### src/verilog/imi_pkg.sv
// Package for the indirect store and miscellaneous instruction executor.
// Assumes a single 100 MHz clock and one instruction issued per strobe.
package imi_pkg;
    // ************************************************************
    // Opcodes presented on the decoded instruction port
    // ************************************************************
    typedef enum logic [2:0]
    {
        IMI_OP_NONE,
        IMI_OP_NOP,
        IMI_OP_STORE_MODE,
        IMI_OP_STORE_OFFSET,
        IMI_OP_LOAD_OPTION,
        IMI_OP_SW_RESET
    } imi_op_e;

    // ************************************************************
    // Field encodings and reset values
    // ************************************************************
    localparam logic [1:0] IMI_MODE_PRE_INC = 2'h0;
    localparam logic [1:0] IMI_MODE_PRE_DEC = 2'h1;
    localparam logic [1:0] IMI_MODE_POST_INC = 2'h2;
    localparam logic [1:0] IMI_MODE_POST_DEC = 2'h3;
    localparam int IMI_MODE_POST_BIT = 1;
    localparam int IMI_MODE_DEC_BIT = 0;
    localparam logic [7:0] IMI_OPTION_RST = 8'hFF;
    localparam logic [15:0] IMI_PTR_RST = 16'h0000;
    localparam logic IMI_RI_FLAG_RST = 1'b1;
    localparam int IMI_RESET_PULSE_CYCLES = 1;
endpackage : imi_pkg
### src/verilog/imi_addr_calc.sv
// Effective-address and pointer-update arithmetic for the indirect store.
// Assumes pure combinational use by the executor; no state held here.
`timescale 1ns/10ps
`default_nettype none
module imi_addr_calc
(
    input wire logic [15:0] ptr,
    input wire logic [1:0] index_mode_field,
    input wire logic use_offset,
    input wire logic [5:0] offset,
    output logic [15:0] eff_addr,
    output logic [15:0] ptr_nxt
);
    import imi_pkg::*;

    logic [15:0] stepped;
    logic [15:0] off_ext;

    // Modulo 2^16 add drops the carry, giving wrap both ways
    always_comb
    begin
        stepped = index_mode_field[IMI_MODE_DEC_BIT] ? ptr - 16'h0001 : ptr + 16'h0001;
        off_ext = {{10{offset[5]}}, offset};
        if (use_offset)
        begin
            eff_addr = ptr + off_ext;
            ptr_nxt = ptr;
        end
        else
        begin
            eff_addr = index_mode_field[IMI_MODE_POST_BIT] ? ptr : stepped;
            ptr_nxt = stepped;
        end
    end
endmodule : imi_addr_calc
`default_nettype wire

### src/verilog/imi_exec.sv
// Executor for indirect store, no-operation, load-option and software reset.
// Assumes the fetch stage presents one decoded instruction per valid strobe
// and that data memory accepts one write per cycle.
`timescale 1ns/10ps
`default_nettype none
module imi_exec
(
    input wire logic clk_sys,
    input wire logic rst,
    input wire logic instr_valid,
    input wire imi_pkg::imi_op_e instr_op,
    input wire logic ptr_index,
    input wire logic [1:0] index_mode_field,
    input wire logic [5:0] offset,
    input wire logic [7:0] acc,
    input wire logic ptr_wr_en,
    input wire logic ptr_wr_index,
    input wire logic [15:0] ptr_wr_data,
    input wire logic port_rd_req,
    input wire logic port_rd_index,
    output logic [15:0] file_select_pointer0,
    output logic [15:0] file_select_pointer1,
    output logic mem_wr_en,
    output logic [15:0] mem_wr_addr,
    output logic [7:0] mem_wr_data,
    output logic [15:0] indirect_access_port_addr,
    output logic [7:0] option_reg,
    output logic reset_instr_flag_n,
    output logic device_reset_req,
    output logic status_write_block,
    output logic instr_done
);
    import imi_pkg::*;

    // ************************************************************
    // Elaboration checks
    // ************************************************************
    // The reset request is a single registered pulse; a longer one would need a counter
    if (IMI_RESET_PULSE_CYCLES != 1)
    begin : g_bad_pulse
        $error("imi_exec: software reset pulse must last one cycle");
    end
    if ($bits(IMI_PTR_RST) != 16)
    begin : g_bad_ptr_rst
        $error("imi_exec: pointer reset value must be 16 bits wide");
    end
    if ($bits(IMI_OPTION_RST) != 8)
    begin : g_bad_opt_rst
        $error("imi_exec: option reset value must be 8 bits wide");
    end

    // ************************************************************
    // Decode helpers
    // ************************************************************
    // Valid strobe qualified by one decoded opcode
    function automatic logic op_hit(input logic valid, input imi_op_e op, input imi_op_e want);
        return valid && (op == want);
    endfunction : op_hit

    // Pointer chosen by a one-bit index, shared by stores and port reads
    function automatic logic [15:0] ptr_pick(input logic idx, input logic [15:0] p0,
                                             input logic [15:0] p1);
        return idx ? p1 : p0;
    endfunction : ptr_pick

    // ************************************************************
    // Address arithmetic
    // ************************************************************
    logic [15:0] ptr_sel;
    logic [15:0] eff_addr;
    logic [15:0] ptr_upd;
    logic is_store;
    logic is_offset;
    logic is_sw_reset;
    logic is_load_option;

    assign ptr_sel = ptr_pick(ptr_index, file_select_pointer0, file_select_pointer1);
    assign is_offset = instr_op == IMI_OP_STORE_OFFSET;
    assign is_store = op_hit(instr_valid, instr_op, IMI_OP_STORE_MODE)
                      || op_hit(instr_valid, instr_op, IMI_OP_STORE_OFFSET);
    assign is_sw_reset = op_hit(instr_valid, instr_op, IMI_OP_SW_RESET);
    assign is_load_option = op_hit(instr_valid, instr_op, IMI_OP_LOAD_OPTION);

    imi_addr_calc u_addr_calc
    (
        .ptr(ptr_sel),
        .index_mode_field(index_mode_field),
        .use_offset(is_offset),
        .offset(offset),
        .eff_addr(eff_addr),
        .ptr_nxt(ptr_upd)
    );

    // ************************************************************
    // Pointer registers
    // ************************************************************
    // Instruction update wins over a direct write to the same pointer in one cycle;
    // a pending software reset beats both, so a store issued with it is dropped
    always_ff @(posedge clk_sys or posedge rst)
    begin
        if (rst)
            file_select_pointer0 <= IMI_PTR_RST;
        else if (device_reset_req)
            file_select_pointer0 <= IMI_PTR_RST;
        else if (is_store && !ptr_index)
            file_select_pointer0 <= ptr_upd;
        else if (ptr_wr_en && !ptr_wr_index)
            file_select_pointer0 <= ptr_wr_data;
    end

    always_ff @(posedge clk_sys or posedge rst)
    begin
        if (rst)
            file_select_pointer1 <= IMI_PTR_RST;
        else if (device_reset_req)
            file_select_pointer1 <= IMI_PTR_RST;
        else if (is_store && ptr_index)
            file_select_pointer1 <= ptr_upd;
        else if (ptr_wr_en && ptr_wr_index)
            file_select_pointer1 <= ptr_wr_data;
    end

    // ************************************************************
    // Data memory write
    // ************************************************************
    always_ff @(posedge clk_sys or posedge rst)
    begin
        if (rst)
        begin
            mem_wr_en <= 1'b0;
            mem_wr_addr <= IMI_PTR_RST;
            mem_wr_data <= 8'h00;
        end
        else
        begin
            mem_wr_en <= is_store && !device_reset_req;
            if (is_store)
            begin
                mem_wr_addr <= eff_addr;
                mem_wr_data <= acc;
            end
        end
    end

    // ************************************************************
    // Indirect port redirection
    // ************************************************************
    // No storage behind the port: reads resolve to the pointer's target
    always_ff @(posedge clk_sys or posedge rst)
    begin
        if (rst)
            indirect_access_port_addr <= IMI_PTR_RST;
        else if (port_rd_req)
            indirect_access_port_addr <= ptr_pick(port_rd_index, file_select_pointer0,
                                                  file_select_pointer1);
    end

    // ************************************************************
    // Option register and status protection
    // ************************************************************
    always_ff @(posedge clk_sys or posedge rst)
    begin
        if (rst)
            option_reg <= IMI_OPTION_RST;
        else if (device_reset_req)
            option_reg <= IMI_OPTION_RST;
        else if (is_load_option)
            option_reg <= acc;
    end

    // Tells the flag logic elsewhere that this cycle's instruction leaves flags alone
    always_ff @(posedge clk_sys or posedge rst)
    begin
        if (rst)
            status_write_block <= 1'b0;
        else
            status_write_block <= instr_valid && instr_op != IMI_OP_NONE;
    end

    // ************************************************************
    // Software reset and completion
    // ************************************************************
    // The flag survives the reset it causes; only a hardware reset sets it again
    always_ff @(posedge clk_sys or posedge rst)
    begin
        if (rst)
            reset_instr_flag_n <= IMI_RI_FLAG_RST;
        else if (is_sw_reset)
            reset_instr_flag_n <= 1'b0;
    end

    always_ff @(posedge clk_sys or posedge rst)
    begin
        if (rst)
            device_reset_req <= 1'b0;
        else
            device_reset_req <= is_sw_reset;
    end

    // Every instruction here completes in a single cycle
    always_ff @(posedge clk_sys or posedge rst)
    begin
        if (rst)
            instr_done <= 1'b0;
        else
        begin
            case (instr_op)
                IMI_OP_NOP,
                IMI_OP_STORE_MODE,
                IMI_OP_STORE_OFFSET,
                IMI_OP_LOAD_OPTION,
                IMI_OP_SW_RESET: instr_done <= instr_valid;
                default: instr_done <= 1'b0;
            endcase
        end
    end
endmodule : imi_exec
`default_nettype wire

### config.mk
export PLATFORM = sky130hd
export DESIGN_NAME = imi_exec
export DESIGN_NICKNAME = d
export VERILOG_FILES = /design/src/verilog/imi_pkg.sv /design/src/verilog/imi_addr_calc.sv /design/src/verilog/imi_exec.sv
export SDC_FILE = /design/constraint.sdc
export NUM_CORES = 1
export LEC_CHECK = 0
export ABC_AREA = 1
export BUFFER_PORTS_ARGS = -buffer_cell sky130_fd_sc_hd__buf_4
export CORE_MARGIN = 2
export CORE_UTILIZATION = 55
export DETAILED_ROUTE_END_ITERATION = 7
export PLACE_DENSITY = 0.83
export SYNTH_ARGS = -nofsm -noshare
export SYNTH_HDL_FRONTEND = slang
export SYNTH_SLANG_ARGS = --single-unit
export TNS_END_PERCENT = 100
### constraint.sdc
create_clock -name clk_sys -period 6.2 [get_ports clk_sys]
set_input_delay 0.31 -clock clk_sys [delete_from_list [all_inputs] [get_ports clk_sys]]
set_output_delay 0.31 -clock clk_sys [all_outputs]
set_load 0.05 [all_outputs]
==> run_results.csv <==
group,metric,value,unit
sta,setup_viol,0,
floorplanning,ios,128,
clock_tree,clkTransAtPathRegs,90,ps
yosys,avgSynthCellArea,6.71,µm²
clock_tree,post_cts_resized,0,
critical_path,crit_family,"simple AND/OR/NAND/NOR gates",
critical_path,worst-r2r-cell-count,15,
clock_tree,post-cts-setup-buffers,0,
sta,period_minus_slack,2780,ps
sta,max_clock_freq,360,MHz
sta,tightest_slew,1060,ps
sta,setup_tns,0,ps
grt,grt_pass1_wl,29100,µm
drt,vias,6378,
place,dp_cells,1134,
yosys,synth.most_common_cell,"nand2_1",
sta,relSlewSlack,29.7,%
yosys,synth_seq_cells,85,
yosys,yosys_most_used_dff,"dfrtp_1",
power,p_comb_share,51.3,%
run,drv_cap,0,
cells_and_area,drive_above_1_share,16.1,%
cells_and_area,multiInputGateArea,3360,µm²
clock_tree,htree_num_levels,3,
critical_path,max_stage_delay,720,ps
power,power.density,323,nW/µm²
yosys,ys_types,38,
floorplanning,die_area,11800,µm²
grt,grt.total_usage,32.0,%
drt,drt-pass1-iter-count,6,
floorplanning,core,10700,µm²
clock_tree,clockBufferDepth,2,
critical_path,arrival,3090,ps
cells_and_area,nNetsFinal,1079,
drt,viasPerCell,5.55,
critical_path,crit_type,"input port to register",
power,ir_worst_vdd,0.000224,V
place,place_hpwl,13800,µm
yosys,synth-edff-count,0,
grt,grt_pass1_vias,5876,
yosys,netlist.area_leader.share,31.5,%
grt,grt_start_max_net_pins,86,
drt,routed_wl,18400,µm
sta,fin_skew,15.4,ps
yosys,synth_seq_area_share,35.5,%
clock_tree,clockRootBuffer,"clkbuf_8",
cells_and_area,ff_latch_area,2140,µm²
power,pwr-share-clk,17.3,%
sta,hold_viol_final,0,
yosys,synthArstFlopShare,100,%
drt,wl_per_cell,16.0,µm
power,power.internal,1.20,mW
cells_and_area,fillers,997,
place,gp_congestion,0.939,
clock_tree,holdBufCountCts,0,
hold_path,holdPathStages,2,
critical_path,end_kind,"register",
critical_path,crit_chain,"buf_4 > inv_1 > nand3_4 > nor2_2 > inv_2 > nand2_1 > nand2_1 > inv_1 > o21ai_0 > o22ai_1",
sta,drv_slew,0,
drt,drcViolationCount,0,
critical_path,worst-path-buf-inv,4,
place,portBuffers,127,
yosys,netlist_instances,898,
cells_and_area,area_growth,19.8,%
clock_tree,cts_tree,"built",
critical_path,cp.required,6510,ps
hold_path,holdCritPathClass,"input port to register",
power,seqPwrFrac,31.4,%
critical_path,cp_slowest_cell,"nor2_2",
sta,fin_crit_sh,44.9,%
yosys,synthTopCellsByArea,"dfrtp_1, nand2_1, inv_1",
sta,rsz0062_at_grt,"no",
run_status,run_status,"complete, no violations",
critical_path,cp_num_cells,10,
yosys,synth_area,6030,µm²
floorplanning,fp.dieW,109,µm
drt,ant_nets,0,
cells_and_area,antenna_cells,0,
power,power.leakage,3.86,nW
clock_tree,clock_latency,390,ps
floorplanning,rows,38,
power,p_sw_share,48.6,%
drt,drt_iter0_drc,492,
clock_tree,cts.sinks,85,
yosys,ys.warnings.count,0,
grt,antenna_found_initial,0,
floorplanning,fp.dieH,109,µm
yosys,synth_nets,972,
yosys,ys_top_cells_by_count,"nand2_1, inv_1, dfrtp_1",
critical_path,cp-start-kind,"input port",
power,switchingPower,1.13,mW
critical_path,cp_max_fo,28,
floorplanning,start_util,56.1,%
yosys,yosysTopAreaCell,"dfrtp_1",
cells_and_area,stdcell_count,1149,
critical_path,regToRegSetupSlack,3470,ps
clock_tree,cts_buffers,9,
grt,grt-ovfl-total,0,
final timing paths:
kind,from,endpoint
min,instr_op[2],instr_done$_DFF_PP0_
max reg2reg,file_select_pointer0[1]$_DFFE_PP0P_,file_select_pointer1[14]$_DFFE_PP0P_
max in group asynchronous,rst,mem_wr_addr[11]$_DFFE_PP0N_
max,instr_op[2],file_select_pointer0[3]$_DFFE_PP0P_
min reg2reg,reset_instr_flag_n$_DFFE_PP1P_,reset_instr_flag_n$_DFFE_PP1P_
min in group asynchronous,rst,indirect_access_port_addr[5]$_DFFE_PP0P_
cells in the final DEF, fill, tap and decap left out, types with 3 or more instances in the layout:
master / synthesis / routed
ha_1: 29 / 29
nor3_1: 4 / 4
dfstp_2: 9 / 9
o21bai_1: 7 / 7
nand3_1: 59 / 59
nand2_1: 299 / 299
o21ai_0: 75 / 74
inv_2: 4 / 4
nor2_1: 54 / 54
o211ai_1: 6 / 6
inv_1: 100 / 99
o21a_1: 14 / 14
xnor2_1: 3 / 3
clkbuf_8: 0 / 9
xor2_1: 7 / 7
nand4_1: 5 / 5
o22ai_1: 5 / 5
o21ai_1: 21 / 22
buf_4: 3 / 129
dfrtp_1: 76 / 76
a21oi_1: 67 / 67
metal layers:
layer  GRT usage [%]  vias up  share of wire [%]
li1                -     3131                  -
met1            42.9     2908                 44
met2            50.8      285                 45
met3            6.22       54                7.4
met4            13.2        0                3.3
met5               0        -                  0
area by class of cell:
cell class / instances / share of cell area, %
Multi-Input combinational cell: 676 / 46.5
Sequential cell: 85 / 29.6
Timing Repair Buffer: 129 / 13.4
Inverter: 104 / 5.42
Tap cell: 140 / 2.43
Clock buffer: 10 / 1.77
Clock inverter: 5 / 0.832
worst register-to-register path: stages, from the launching register on:
cell and delay [ps]:
dfrtp_1 450, o21ai_0 490, inv_1 200, fa_1 440, nand3_1 100, nand2_1 120, nand2_1 80, nand2_1 90
nand2_1 100, nand2_1 50, nand2_1 80, nand2_1 70, nand2_1 110, nand3_1 100, nand2_1 100, nand2_1 50
cells by family after synthesis:
family,share of synthesized area (%)
XOR/XNOR,1.45
adder cells (fa/ha/maj),6.68
flip-flops,35.5
multiplexers,0.166
AND/OR/NAND/NOR,29.1
buffers and inverters,8.80
AO/OA/AOI/OAI,18.3
per-stage QoR:
stage | worst slack (ps) | area, µm² | utilization [%] | hold slack (ps) | power [mW]
global route | 3080 | 7220 | 67.2 | 129 | 2.46
global placement | 3200 | 7030 | 65.5 | 432 | 1.91
finish | 3420 | 7220 | 67.2 | 120 | 2.33
CTS | 3510 | 7220 | 67.2 | 114 | 2.32
floorplan | 3710 | 6030 | - | 392 | 1.56
detailed placement | 3120 | 7030 | 65.5 | 433 | 1.92
power by group through the flow:
stage,Combinational (mW),Clock [mW],Sequential (mW)
global placement,1.17,0,0.741
floorplan,0.484,0,1.08
finish,1.20,0.403,0.733
detailed placement,1.18,0,0.740
CTS,1.18,0.403,0.732
global route,1.30,0.423,0.744
No activity file was read; power rests on OpenSTA's default activity.
